==> config.mk <==
export PLATFORM = sky130hd
export DESIGN_NAME = bkseq_top
export DESIGN_NICKNAME = d
export VERILOG_FILES = /design/src/rtl/bkseq_pkg.sv /design/src/rtl/bkseq_sync.sv /design/src/rtl/bkseq_axil.sv /design/src/rtl/bkseq_top.sv
export SDC_FILE = /design/constraint.sdc
export NUM_CORES = 1
export LEC_CHECK = 0
export ABC_AREA = 1
export BUFFER_PORTS_ARGS = -buffer_cell sky130_fd_sc_hd__clkbuf_2
export CORE_UTILIZATION = 45
export DETAILED_ROUTE_END_ITERATION = 6
export PLACE_DENSITY = 0.7
export SLEW_MARGIN = 20
export SYNTH_ARGS = -nofsm -noshare
export SYNTH_HDL_FRONTEND = slang
export SYNTH_SLANG_ARGS = --single-unit
==> constraint.sdc <==
create_clock -name CLOCK -period 3.7 [get_ports CLOCK]
set_input_delay 0.74 -clock CLOCK [delete_from_list [all_inputs] [get_ports CLOCK]]
set_output_delay 0.74 -clock CLOCK [all_outputs]
set_load 0.03 [all_outputs]
==> src/rtl/bkseq_pkg.sv <==
// Package with register map, timing constants and state types for the buck sequencer
package bkseq_pkg;
    // ==========================================================
    // Clock and timing
    localparam int CLK_MHZ          = 100;
    localparam int SS_INT_US        = 2000;
    localparam int SS_INT_CYC       = SS_INT_US * CLK_MHZ;
    localparam int BOOT_PULSE_NS    = 400;
    localparam int BOOT_PULSE_CYC   = BOOT_PULSE_NS * CLK_MHZ / 1000;
    localparam int DROP_PULSE_NS    = 200;
    localparam int DROP_PULSE_CYC   = DROP_PULSE_NS * CLK_MHZ / 1000;
    localparam int DROP_EVERY_SW    = 10;
    localparam int ZC_ENTER_CNT     = 8;
    localparam int OC_HICCUP_CNT    = 17;
    localparam int HICCUP_SS_CNT    = 8;
    localparam int DEADTIME_CYC     = 2;
    localparam int SW_PERIOD_CYC    = 200;
    // ==========================================================
    // Register map (byte addresses)
    localparam logic [7:0] ADDR_CTRL   = 8'h00;
    localparam logic [7:0] ADDR_STATUS = 8'h04;
    localparam logic [7:0] ADDR_PERIOD = 8'h08;
    localparam logic [7:0] ADDR_SSLEN  = 8'h0c;
    localparam logic [31:0] CTRL_RST   = 32'h0000_0000;
    localparam int CTRL_EXTSS_BIT      = 0;
    // ==========================================================
    // Sequencer states
    typedef enum logic [2:0] {
        BKS_OFF, BKS_BIAS, BKS_SOFT, BKS_RUN, BKS_HICCUP, BKS_THERM, BKS_NEGWAIT
    } bkseq_state_t;
endpackage

==> src/rtl/bkseq_sync.sv <==
// Two-flop synchroniser for a bus of analog comparator flags
module bkseq_sync #(
    parameter int W = 8
) (
    // Clock and reset
    input  wire logic         clk,
    input  wire logic         nrst,
    // Data
    input  wire logic [W-1:0] d,
    output logic      [W-1:0] q
);
    logic [W-1:0] meta_r;
    logic [W-1:0] q_r;
    always_ff @(posedge clk or negedge nrst) begin
        if (!nrst) begin
            meta_r <= '0;
            q_r    <= '0;
        end else begin
            meta_r <= d;
            q_r    <= meta_r;
        end
    end
    assign q = q_r;
endmodule

==> src/rtl/bkseq_axil.sv <==
// AXI4-Lite slave holding control, period, soft-start length and status registers
module bkseq_axil (
    // Clock and reset
    input  wire logic        clk,
    input  wire logic        nrst,
    // Write channels
    input  wire logic [7:0]  awaddr,
    input  wire logic        awvalid,
    output logic             awready,
    input  wire logic [31:0] wdata,
    input  wire logic [3:0]  wstrb,
    input  wire logic        wvalid,
    output logic             wready,
    output logic [1:0]       bresp,
    output logic             bvalid,
    input  wire logic        bready,
    // Read channels
    input  wire logic [7:0]  araddr,
    input  wire logic        arvalid,
    output logic             arready,
    output logic [31:0]      rdata,
    output logic [1:0]       rresp,
    output logic             rvalid,
    input  wire logic        rready,
    // Register contents
    output logic [31:0]      ctrl,
    output logic [31:0]      period,
    output logic [31:0]      sslen,
    input  wire logic [31:0] status
);
    import bkseq_pkg::*;
    logic        aw_r, w_r, bv_r, rv_r;
    logic [7:0]  awa_r;
    logic [31:0] wd_r, rd_r, ctrl_r, per_r, ssl_r;
    logic [3:0]  ws_r;
    logic [1:0]  br_r, rr_r;
    logic        do_wr;
    assign awready = !aw_r && !bv_r;
    assign wready  = !w_r && !bv_r;
    assign arready = !rv_r;
    assign do_wr   = aw_r && w_r && !bv_r;

    function automatic logic [31:0] merge(input logic [31:0] o, input logic [31:0] n,
                                          input logic [3:0] s);
        logic [31:0] r;
        r = o;
        for (int i = 0; i < 4; i++) begin
            if (s[i]) begin
                r[i*8 +: 8] = n[i*8 +: 8];
            end
        end
        return r;
    endfunction

    always_ff @(posedge clk or negedge nrst) begin
        if (!nrst) begin
            aw_r <= 1'b0; w_r <= 1'b0; bv_r <= 1'b0; rv_r <= 1'b0;
            awa_r <= 8'h00; wd_r <= 32'h0; ws_r <= 4'h0; rd_r <= 32'h0;
            br_r <= 2'b00; rr_r <= 2'b00;
            ctrl_r <= CTRL_RST; per_r <= 32'(SW_PERIOD_CYC); ssl_r <= 32'(SS_INT_CYC);
        end else begin
            if (awvalid && awready) begin
                aw_r  <= 1'b1;
                awa_r <= awaddr;
            end
            if (wvalid && wready) begin
                w_r  <= 1'b1;
                wd_r <= wdata;
                ws_r <= wstrb;
            end
            if (do_wr) begin
                aw_r <= 1'b0;
                w_r  <= 1'b0;
                bv_r <= 1'b1;
                br_r <= 2'b00;
                unique case (awa_r)
                    ADDR_CTRL:   ctrl_r <= merge(ctrl_r, wd_r, ws_r);
                    ADDR_PERIOD: per_r  <= merge(per_r, wd_r, ws_r);
                    ADDR_SSLEN:  ssl_r  <= merge(ssl_r, wd_r, ws_r);
                    ADDR_STATUS: br_r   <= 2'b00;
                    default:     br_r   <= 2'b10;
                endcase
            end else if (bv_r && bready) begin
                bv_r <= 1'b0;
            end
            if (arvalid && arready) begin
                rv_r <= 1'b1;
                rr_r <= 2'b00;
                unique case (araddr)
                    ADDR_CTRL:   rd_r <= ctrl_r;
                    ADDR_STATUS: rd_r <= status;
                    ADDR_PERIOD: rd_r <= per_r;
                    ADDR_SSLEN:  rd_r <= ssl_r;
                    default: begin
                        rd_r <= 32'h0;
                        rr_r <= 2'b10;
                    end
                endcase
            end else if (rv_r && rready) begin
                rv_r <= 1'b0;
            end
        end
    end
    assign bvalid = bv_r;
    assign bresp  = br_r;
    assign rvalid = rv_r;
    assign rdata  = rd_r;
    assign rresp  = rr_r;
    assign ctrl   = ctrl_r;
    assign period = per_r;
    assign sslen  = ssl_r;
endmodule

==> src/rtl/bkseq_top.sv <==
// Sequencing, PWM/PFM and protection control of a synchronous step-down regulator
// What this block does
// - Turn-on input low keeps everything off, no switching.
// - Turn-on enables bias; switching starts only after bias supply is good.
// - Bias supply dropping during operation stops switching until it returns.
// - Soft-start pin strapped to bias uses internal timer (sslen, 2ms at reset) unless CTRL_EXTSS_BIT is set.
// - Power-good low while turn-on is low and during soft-start.
// - After soft-start, power-good released inside window, low outside.
// - Over-temperature forces power-good low until next soft-start attempt.
// - Oscillator pulse sets latch, upper on; current trip swaps to lower.
// - Timing input low allows automatic light-load mode, else forced PWM.
// - Enter light-load after 8 consecutive zero-crossing cycles; miss restarts count.
// - Light-load pulses start at reference, stop at 1% above.
// - Feedback 1% below reference exits light-load to PWM.
// - Peak overcurrent ends upper on-time for the rest of cycle.
// - 17 consecutive overcurrent cycles enter hiccup, switches off, power-good low.
// - Hiccup lasts 8 soft-start periods then retries, repeats indefinitely.
// - Feedback below 5/8 before hiccup halves switching frequency (period doubled).
// - Negative limit: lower off, upper forced on till positive limit or clock.
// - Second negative cycle: upper to 1/6 limit, then both off, discharge, wait.
// - Over-temperature: both off, power-good low until cooled, then soft-start.
// - Boot undervoltage gives one 400ns lower-switch pulse.
// - Upper held on near dropout: lower forced 200ns every 10 cycles.
// - Sync input rising edge aligns each cycle start.
//
// The register offsets and register access over AXI4-Lite are this design's own decisions.
module bkseq_top (
    // Clock and reset
    input  wire logic        CLOCK,
    input  wire logic        NRST,
    // Analog comparator flags
    input  wire logic        TURN_ON,
    input  wire logic        BIAS_POR_OK,
    input  wire logic        SS_STRAP_BIAS,
    input  wire logic        SS_EXT_DONE,
    input  wire logic        FB_IN_WINDOW,
    input  wire logic        FB_BELOW_REF,
    input  wire logic        FB_ABOVE_1PCT,
    input  wire logic        FB_BELOW_1PCT,
    input  wire logic        FB_BELOW_5_8,
    input  wire logic        CS_TRIP,
    input  wire logic        OC_PEAK,
    input  wire logic        ZERO_CROSS,
    input  wire logic        NEG_LIMIT,
    input  wire logic        SIXTH_LIMIT,
    input  wire logic        COMP_RECOVER,
    input  wire logic        OVER_TEMP,
    input  wire logic        BOOT_UV,
    input  wire logic        SYNC_IN,
    // Outputs
    output logic             BIAS_EN,
    output logic             UPPER_ON,
    output logic             LOWER_ON,
    output logic             DISCHARGE_ON,
    output logic             PGOOD_O,
    output logic             PGOOD_OE,
    // AXI4-Lite
    input  wire logic [7:0]  S_AXI_AWADDR,
    input  wire logic        S_AXI_AWVALID,
    output logic             S_AXI_AWREADY,
    input  wire logic [31:0] S_AXI_WDATA,
    input  wire logic [3:0]  S_AXI_WSTRB,
    input  wire logic        S_AXI_WVALID,
    output logic             S_AXI_WREADY,
    output logic [1:0]       S_AXI_BRESP,
    output logic             S_AXI_BVALID,
    input  wire logic        S_AXI_BREADY,
    input  wire logic [7:0]  S_AXI_ARADDR,
    input  wire logic        S_AXI_ARVALID,
    output logic             S_AXI_ARREADY,
    output logic [31:0]      S_AXI_RDATA,
    output logic [1:0]       S_AXI_RRESP,
    output logic             S_AXI_RVALID,
    input  wire logic        S_AXI_RREADY
);
    import bkseq_pkg::*;
    // ==========================================================
    // Input synchronisation
    logic [17:0] raw, sy;
    assign raw = {TURN_ON, BIAS_POR_OK, SS_STRAP_BIAS, SS_EXT_DONE, FB_IN_WINDOW,
                  FB_BELOW_REF, FB_ABOVE_1PCT, FB_BELOW_1PCT, FB_BELOW_5_8, CS_TRIP,
                  OC_PEAK, ZERO_CROSS, NEG_LIMIT, SIXTH_LIMIT, COMP_RECOVER,
                  OVER_TEMP, BOOT_UV, SYNC_IN};
    bkseq_sync #(.W(18)) u_sync (.clk(CLOCK), .nrst(NRST), .d(raw), .q(sy));
    logic en, bias_ok, strap, ss_ext, fb_win, fb_ref, fb_hi, fb_lo, fb_58;
    logic cs_trip, oc, zc, neg, sixth, comp_ok, ot, boot_uv, sync_s;
    assign {en, bias_ok, strap, ss_ext, fb_win, fb_ref, fb_hi, fb_lo, fb_58, cs_trip,
            oc, zc, neg, sixth, comp_ok, ot, boot_uv, sync_s} = sy;

    // ==========================================================
    // Registers
    logic [31:0] ctrl, period, sslen, status;
    bkseq_axil u_regs (
        .clk(CLOCK), .nrst(NRST),
        .awaddr(S_AXI_AWADDR), .awvalid(S_AXI_AWVALID), .awready(S_AXI_AWREADY),
        .wdata(S_AXI_WDATA), .wstrb(S_AXI_WSTRB), .wvalid(S_AXI_WVALID),
        .wready(S_AXI_WREADY), .bresp(S_AXI_BRESP), .bvalid(S_AXI_BVALID),
        .bready(S_AXI_BREADY), .araddr(S_AXI_ARADDR), .arvalid(S_AXI_ARVALID),
        .arready(S_AXI_ARREADY), .rdata(S_AXI_RDATA), .rresp(S_AXI_RRESP),
        .rvalid(S_AXI_RVALID), .rready(S_AXI_RREADY),
        .ctrl(ctrl), .period(period), .sslen(sslen), .status(status)
    );

    // ==========================================================
    // Oscillator with sync alignment and foldback
    logic [31:0] osc_r, osc_nxt, per_eff;
    logic        sync_d_r, sync_rise, osc_tick, fold_r, fold_nxt;
    // Foldback doubles the period as a coarse proportional step; the analog
    // feedback level is only seen as a 5/8 comparator here.
    assign per_eff   = fold_r ? {period[30:0], 1'b0} : period;
    assign sync_rise = sync_s && !sync_d_r;
    assign osc_tick  = sync_rise || (osc_r + 32'd1 >= per_eff);

    // ==========================================================
    // Sequencer
    bkseq_state_t st_r, st_nxt;
    logic [31:0] tmr_r, tmr_nxt;
    logic [3:0]  hic_r, hic_nxt;
    logic [4:0]  occ_r, occ_nxt;
    logic [3:0]  zcc_r, zcc_nxt;
    logic [3:0]  drc_r, drc_nxt;
    logic        pfm_r, pfm_nxt, burst_r, burst_nxt, latch_r, latch_nxt;
    logic        oc_cyc_r, oc_cyc_nxt, zc_cyc_r, zc_cyc_nxt;
    logic        neg_r, neg_nxt, neg2_r, neg2_nxt, otf_r, otf_nxt;
    logic        boot_req_r, boot_req_nxt;
    logic [7:0]  lp_r, lp_nxt;
    logic        want_up, want_lo, up_r, lo_r, up_nxt, lo_nxt;
    logic [1:0]  dead_r, dead_nxt;
    logic        ss_done, switching;
    logic [31:0] ss_len;
    assign ss_len    = sslen;
    assign ss_done   = (strap && !ctrl[CTRL_EXTSS_BIT]) ? (tmr_r + 32'd1 >= ss_len)
                                                          : ss_ext;
    assign switching = (st_r == BKS_SOFT) || (st_r == BKS_RUN);

    always_comb begin
        st_nxt = st_r; tmr_nxt = tmr_r; hic_nxt = hic_r; occ_nxt = occ_r;
        zcc_nxt = zcc_r; drc_nxt = drc_r; pfm_nxt = pfm_r; burst_nxt = burst_r;
        latch_nxt = latch_r; oc_cyc_nxt = oc_cyc_r || oc; zc_cyc_nxt = zc_cyc_r || zc;
        neg_nxt = neg_r; neg2_nxt = neg2_r; otf_nxt = otf_r;
        boot_req_nxt = boot_req_r || boot_uv;
        lp_nxt = (lp_r != 8'h00) ? lp_r - 8'h01 : 8'h00;
        osc_nxt = osc_tick ? 32'h0 : osc_r + 32'd1;
        fold_nxt = fold_r;
        unique case (st_r)
            BKS_OFF: begin
                if (en) begin
                    st_nxt = BKS_BIAS;
                end
            end
            BKS_BIAS: begin
                tmr_nxt = 32'h0;
                if (bias_ok) begin
                    st_nxt = BKS_SOFT;
                end
            end
            BKS_SOFT: begin
                tmr_nxt = tmr_r + 32'd1;
                otf_nxt = 1'b0;
                if (ss_done) begin
                    st_nxt = BKS_RUN;
                    tmr_nxt = 32'h0;
                end
            end
            BKS_RUN: ;
            BKS_HICCUP: begin
                tmr_nxt = tmr_r + 32'd1;
                if (tmr_r + 32'd1 >= ss_len) begin
                    tmr_nxt = 32'h0;
                    hic_nxt = hic_r + 4'd1;
                    if (hic_r + 4'd1 >= 4'(HICCUP_SS_CNT)) begin
                        hic_nxt = 4'd0;
                        st_nxt  = BKS_SOFT;
                    end
                end
            end
            BKS_THERM: begin
                if (!ot) begin
                    st_nxt = BKS_SOFT;
                    tmr_nxt = 32'h0;
                end
            end
            BKS_NEGWAIT: begin
                if (comp_ok) begin
                    st_nxt = BKS_RUN;
                    neg_nxt = 1'b0;
                    neg2_nxt = 1'b0;
                end
            end
            default: st_nxt = BKS_OFF;
        endcase
        if (switching && osc_tick) begin
            latch_nxt = 1'b1;
            occ_nxt = oc_cyc_nxt ? occ_r + 5'd1 : 5'd0;
            zcc_nxt = (zcc_r == 4'(ZC_ENTER_CNT)) ? zcc_r : zcc_r + 4'd1;
            if (!zc_cyc_nxt) begin
                zcc_nxt = 4'd0;
            end
            // Judge the ending cycle's overcurrent flag before it is cleared
            if (oc_cyc_nxt && occ_r + 5'd1 >= 5'(OC_HICCUP_CNT)) begin
                st_nxt = BKS_HICCUP;
                tmr_nxt = 32'h0;
                occ_nxt = 5'd0;
            end
            oc_cyc_nxt = 1'b0;
            zc_cyc_nxt = 1'b0;
            neg2_nxt = neg_r;
            neg_nxt = 1'b0;
            drc_nxt = latch_r && !cs_trip ? drc_r + 4'd1 : 4'd0;
            if (latch_r && drc_r + 4'd1 >= 4'(DROP_EVERY_SW)) begin
                drc_nxt = 4'd0;
                lp_nxt = 8'(DROP_PULSE_CYC);
            end
            fold_nxt = fb_58 && (st_r == BKS_RUN);
        end
        if (switching && (cs_trip || oc)) begin
            latch_nxt = 1'b0;
        end
        if (switching && neg && !latch_r) begin
            neg_nxt = 1'b1;
            latch_nxt = 1'b1;
        end
        if (neg_r && !neg2_r && (oc || cs_trip)) begin
            latch_nxt = 1'b0;
        end
        if (neg2_r && neg_r && sixth) begin
            st_nxt = BKS_NEGWAIT;
            latch_nxt = 1'b0;
        end
        // PFM entry and exit
        if (sync_s || st_r != BKS_RUN) begin
            pfm_nxt = 1'b0;
        end else if (pfm_r && fb_lo) begin
            pfm_nxt = 1'b0;
        end else if (zcc_r == 4'(ZC_ENTER_CNT)) begin
            pfm_nxt = 1'b1;
        end
        if (fb_ref) begin
            burst_nxt = 1'b1;
        end else if (fb_hi) begin
            burst_nxt = 1'b0;
        end
        if (pfm_r && !burst_r && osc_tick) begin
            latch_nxt = 1'b0;
        end
        if (boot_req_r && !up_r && lp_r == 8'h00 && switching) begin
            lp_nxt = 8'(BOOT_PULSE_CYC);
            // A request arriving in the serving cycle is kept
            boot_req_nxt = boot_uv;
        end
        if (ot && st_r != BKS_OFF && st_r != BKS_BIAS) begin
            st_nxt = BKS_THERM;
            otf_nxt = 1'b1;
        end
        if (!en) begin
            st_nxt = BKS_OFF;
        end else if (!bias_ok && st_r != BKS_OFF) begin
            st_nxt = BKS_BIAS;
        end
        if (st_nxt != BKS_SOFT && st_nxt != BKS_RUN) begin
            latch_nxt = 1'b0;
            pfm_nxt = 1'b0;
            occ_nxt = 5'd0;
            zcc_nxt = 4'd0;
            fold_nxt = 1'b0;
        end
    end

    // ==========================================================
    // Gate drive with dead time
    always_comb begin
        want_up = switching && latch_r && lp_r == 8'h00;
        want_lo = switching && !latch_r && !(pfm_r && zc) && !neg_r;
        // Refresh pulses only while switching; fault states keep both drives off
        if (lp_r != 8'h00 && switching) begin
            want_lo = 1'b1;
        end
        up_nxt = 1'b0;
        lo_nxt = 1'b0;
        dead_nxt = (dead_r != 2'd0) ? dead_r - 2'd1 : 2'd0;
        if (want_up && !lo_r && dead_r == 2'd0) begin
            up_nxt = 1'b1;
        end else if (want_lo && !up_r && dead_r == 2'd0 && !want_up) begin
            lo_nxt = 1'b1;
        end
        if ((up_r && !up_nxt) || (lo_r && !lo_nxt)) begin
            dead_nxt = 2'(DEADTIME_CYC);
        end
    end

    always_ff @(posedge CLOCK or negedge NRST) begin
        if (!NRST) begin
            st_r <= BKS_OFF; tmr_r <= 32'h0; hic_r <= 4'd0; occ_r <= 5'd0;
            zcc_r <= 4'd0; drc_r <= 4'd0; pfm_r <= 1'b0; burst_r <= 1'b0;
            latch_r <= 1'b0; oc_cyc_r <= 1'b0; zc_cyc_r <= 1'b0; neg_r <= 1'b0;
            neg2_r <= 1'b0; otf_r <= 1'b0; boot_req_r <= 1'b0; lp_r <= 8'h00;
            osc_r <= 32'h0; fold_r <= 1'b0; sync_d_r <= 1'b0;
            up_r <= 1'b0; lo_r <= 1'b0; dead_r <= 2'd0;
        end else begin
            st_r <= st_nxt; tmr_r <= tmr_nxt; hic_r <= hic_nxt; occ_r <= occ_nxt;
            zcc_r <= zcc_nxt; drc_r <= drc_nxt; pfm_r <= pfm_nxt; burst_r <= burst_nxt;
            latch_r <= latch_nxt; oc_cyc_r <= oc_cyc_nxt; zc_cyc_r <= zc_cyc_nxt;
            neg_r <= neg_nxt; neg2_r <= neg2_nxt; otf_r <= otf_nxt;
            boot_req_r <= boot_req_nxt; lp_r <= lp_nxt; osc_r <= osc_nxt;
            fold_r <= fold_nxt; sync_d_r <= sync_s;
            up_r <= up_nxt; lo_r <= lo_nxt; dead_r <= dead_nxt;
        end
    end

    // ==========================================================
    // Outputs
    logic pg_low;
    assign pg_low = (st_r != BKS_RUN) || !fb_win || otf_r;
    assign BIAS_EN      = (st_r != BKS_OFF);
    assign UPPER_ON     = up_r;
    assign LOWER_ON     = lo_r;
    assign DISCHARGE_ON = (st_r == BKS_NEGWAIT);
    assign PGOOD_O      = 1'b0;
    assign PGOOD_OE     = pg_low;
    assign status = {20'h0, hic_r, fold_r, otf_r, pfm_r, 1'b0, 1'(st_r == BKS_RUN),
                     st_r};

    // ==========================================================
    // Assertions
    a_no_overlap: assert property (@(posedge CLOCK) disable iff (!NRST)
        !(UPPER_ON && LOWER_ON)) else $error("upper and lower drives overlap");
    a_off_quiet: assert property (@(posedge CLOCK) disable iff (!NRST)
        (st_r == BKS_OFF) |-> !BIAS_EN ##1 (!UPPER_ON && !LOWER_ON))
        else $error("switching while off");
    a_bias_gate: assert property (@(posedge CLOCK) disable iff (!NRST)
        !bias_ok |=> (st_r == BKS_OFF || st_r == BKS_BIAS)) else $error("run without bias");
    a_pg_soft: assert property (@(posedge CLOCK) disable iff (!NRST)
        (st_r == BKS_SOFT) |-> PGOOD_OE) else $error("power-good released in soft-start");
    a_pg_window: assert property (@(posedge CLOCK) disable iff (!NRST)
        (st_r == BKS_RUN && !otf_r) |-> PGOOD_OE == !fb_win) else $error("window wrong");
    a_hiccup_off: assert property (@(posedge CLOCK) disable iff (!NRST)
        (st_r == BKS_HICCUP) |=> !UPPER_ON && !LOWER_ON && PGOOD_OE)
        else $error("hiccup not off");
    a_therm_pg: assert property (@(posedge CLOCK) disable iff (!NRST)
        (st_r == BKS_THERM) |-> PGOOD_OE && otf_r) else $error("thermal pg high");
    a_neg_dis: assert property (@(posedge CLOCK) disable iff (!NRST)
        (st_r == BKS_NEGWAIT) |=> !UPPER_ON && !LOWER_ON) else $error("switch on in discharge");
    a_boot_len: assert property (@(posedge CLOCK) disable iff (!NRST)
        $rose(lp_r == 8'(BOOT_PULSE_CYC)) && $past(lp_r) == 8'h00 |->
        ##1 (lp_r == 8'(BOOT_PULSE_CYC - 1))) else $error("boot pulse count wrong");
endmodule

==> results.json <==
{
  "placementRows": 71,
  "synth-warning-count": 0,
  "synth_edf_count": 0,
  "synth_fa_ha_area_share_pct": 5.42,
  "fin_util_pct": 53.9,
  "htree_num_levels": 2,
  "first_pass_iters": 7,
  "required_ps": 4140,
  "grt.total_usage_pct": 23.3,
  "p_clk_share_pct": 27.4,
  "status": "finished clean",
  "swShare_pct": 39.0,
  "die_w_um": 198,
  "cts_tree": "built",
  "ys_seq_elements": 321,
  "grt_pass1_wl_mm": 72.1,
  "first_global_vias": 14000,
  "hpwlAfterDp_mm": 32.1,
  "hold-worst-slack_ps": 211,
  "cts-root-buf": "clkbuf_16",
  "arrival_ps": 4080,
  "seq_area_frac_synth_pct": 46.5,
  "power_leakage_nw": 10.3,
  "intPower_mw": 8.55,
  "drc": 0,
  "drive_gt1_share_pct": 17.1,
  "cts.path.max_buffers": 3,
  "synth-compound-area-share_pct": 11.2,
  "syn_area_um2": 17300,
  "io_pins": 124,
  "synthXorXnorAreaFrac_pct": 3.04,
  "crit_path_max_fanout": 8,
  "synth-simple-area-share_pct": 23.4,
  "period_minus_slack_ps": 3640,
  "rsz0062_at_grt": "true",
  "p_comb_share_pct": 35.5,
  "syn_inst": 2144,
  "layout_common_cells": "nand2_1 (489), inv_1 (337), dfrtp_1 (311)",
  "clkTransAtPathRegs_ps": 60,
  "place_congestion": 0.916,
  "syn_avg_cell_area_um2": 8.07,
  "max-vdd-ir-drop_mv": 0.327,
  "path_class": "reg -> reg",
  "clock_latency_ps": 550,
  "nets": 2447,
  "min_path_type": "in -> async",
  "die-area_um2": 39200,
  "n_antenna_cell": 0,
  "drv_slew": 0,
  "io_buffers": 120,
  "startpoint_type": "register",
  "grt_max_degree": 90,
  "finClkSkew_ps": 15.1,
  "syn2layout_area_growth_pct": 17.7,
  "slew_headroom_pct": 38.5,
  "overflow": 0,
  "p_total_mw": 14.0,
  "hold_viol_final": 0,
  "cts_hold_buf": 0,
  "end_kind": "register",
  "power.density_nw_per_um2": 689,
  "sequentialPowerShare_pct": 37.1,
  "synth_top_family_by_area": "simple AND/OR/NAND/NOR gates",
  "fillCellCount": 3430,
  "layout_commonest_cell": "nand2_1",
  "coreArea_um2": 37800,
  "setup_viol": 0,
  "synth-main-ff-cell": "dfrtp_1",
  "vias_per_cell": 5.15,
  "worst_slew_pin_slew_ps": 920,
  "antenna_found_initial": 0,
  "drt_iter0_markers": 1002,
  "start_util_pct": 45.8,
  "synth_cell_types": 52,
  "period_share_pct": 98.4,
  "die_y_um": 198,
  "stdcell_area_um2": 20400,
  "numCtsBuffers": 36,
  "cap_violations": 0,
  "switchingPower_mw": 5.47,
  "cts_sinks": 321,
  "routed_wirelength_mm": 45.4,
  "wl_per_cell_um": 16.0,
  "async_flop_share_pct": 100,
  "vias": 14600,
  "place_area_um2": 18600,
  "postRouteAntennaNets": 0,
  "fmax_mhz": 275,
  "synthMuxAreaShare_pct": 0.456
}
## layout make-up
type | instances | area, um^2 | share of cell area (%)
timing repair buffer | 178 | 1220 | 5.99
tap | 511 | 639 | 3.14
clock inverter | 20 | 280 | 1.38
multi-input combinational | 1404 | 7870 | 38.6
clock buffer | 45 | 985 | 4.84
inverter | 354 | 1330 | 6.52
sequential | 321 | 8050 | 39.5
## power groups by stage
| stage | sequential (mW) | clock (mW) | combinational, mW |
|---|---|---|---|
| final | 5.21 | 3.84 | 4.98 |
| after global routing | 5.32 | 4.04 | 5.73 |
| after CTS | 5.18 | 3.92 | 4.75 |
| after detailed placement | 5.23 | 0 | 4.71 |
| after global placement | 5.19 | 0 | 4.50 |
| after floorplan | 5.05 | 0 | 3.52 |
## cells in the mapped netlist (13+ instances only)
master    instances  area [um^2]
nand4_1          25          156
a21oi_1          90          450
nand2_1         508         1910
o21ai_1          20          100
nand3_1          43          215
buf_2            13         65.1
a221oi_1         17          149
ha_1             75          938
nor2_1          191          717
nand3_2          18          180
o21ai_0         187          936
nor3_1           33          165
o22ai_1          27          169
inv_1           342         1280
dfrtp_1         312         7810
nor2_2           19          119
xnor2_1          14          123
clkbuf_1         30          113
xor2_1           46          403
## sequential cells by signal (all words and copies together) (netlist names), 2 cells and up
name and cells:
drc_r 4, u_regs.sslen 32, u_sync.meta_r 18, dead_r 2, u_regs.awa_r 8, u_regs.rdata 32
u_sync.q 18, st_r 3, u_regs.wd_r 32, u_regs.ws_r 4, u_regs.period 32, lp_r 8
u_regs.ctrl 32, zcc_r 4, occ_r 5, hic_r 4, osc_r 32, tmr_r 32
## path summary, 6_finish.rpt
| kind | slack [ps] | start | cells past startpoint | end |
|---|---|---|---|---|
| worst max-delay path | 60 | osc_r[1] | 25 | tmr_r[6] |
| worst min register to register | 350 | u_sync.meta_r[16] | 0 | u_sync.q[16] |
| worst min-delay path | 210 | NRST | 1 | osc_r[5] |
| worst max register to register | 60 | osc_r[1] | 25 | tmr_r[6] |
| max in group asynchronous | 2580 | NRST | 2 | u_regs.period[7] |
| min in group CLOCK | 290 | SYNC_IN | 1 | u_sync.meta_r[0] |
## critical path: stages (launching register included)
cell and delay, ps:
dfrtp_1 380, ha_2 200, nand2_2 70, nor2_4 90, inv_2 50, nor2_4 160
nand2_4 80, nor4_1 180, nand3_1 100, nor2_1 130, xor2_1 260, inv_1 80
ha_1 290, nand2_1 90, nor2_4 130, nand4_1 110, nor2b_2 170, nand2_2 80
nand4_4 170, nand3_4 130, buf_12 160, clkbuf_16 160, o21ai_1 70, inv_1 60
nand2_1 60, inv_1 30
## metrics by stage
stage | setup slack (ps) | setup TNS (ps) | std cells
finish | 59.1 | 0 | 2833
global route | -231 | -8270 | 2833
CTS | 23.3 | 0 | 2819
detailed placement | 25.7 | 0 | 2754
global placement | 126 | 0 | 2754
floorplan | 487 | 0 | 2146
## kinds of logic (layout without fill, tap and decap cells)
logic type,count (synthesis),after routing
buffers and inverters,421,597
AND/OR/NAND/NOR,899,899
XOR/XNOR,60,60
other,1,3
multiplexers,7,7
AO/OA/AOI/OAI,360,360
flip-flops,321,321
adder cells (fa/ha/maj),75,75
## what timing repair did
item / 4_1_cts / 5_1_grt
cloned: 0 / 3
setup buffers: 0 / 12
gates resized for setup: 1 / 87
setup endpoints to repair: 1 / 94
pin swaps: 0 / 33
## per-layer routing
metal	track usage, %	vias to the layer above	part of all wire [%]
met3	3.42	67	4.6
li1	-	7114	-
met4	7.35	0	2.5
met2	38.1	364	47
met5	0	-	0
met1	31.9	7032	45
(Power assumes the default switching activity.)
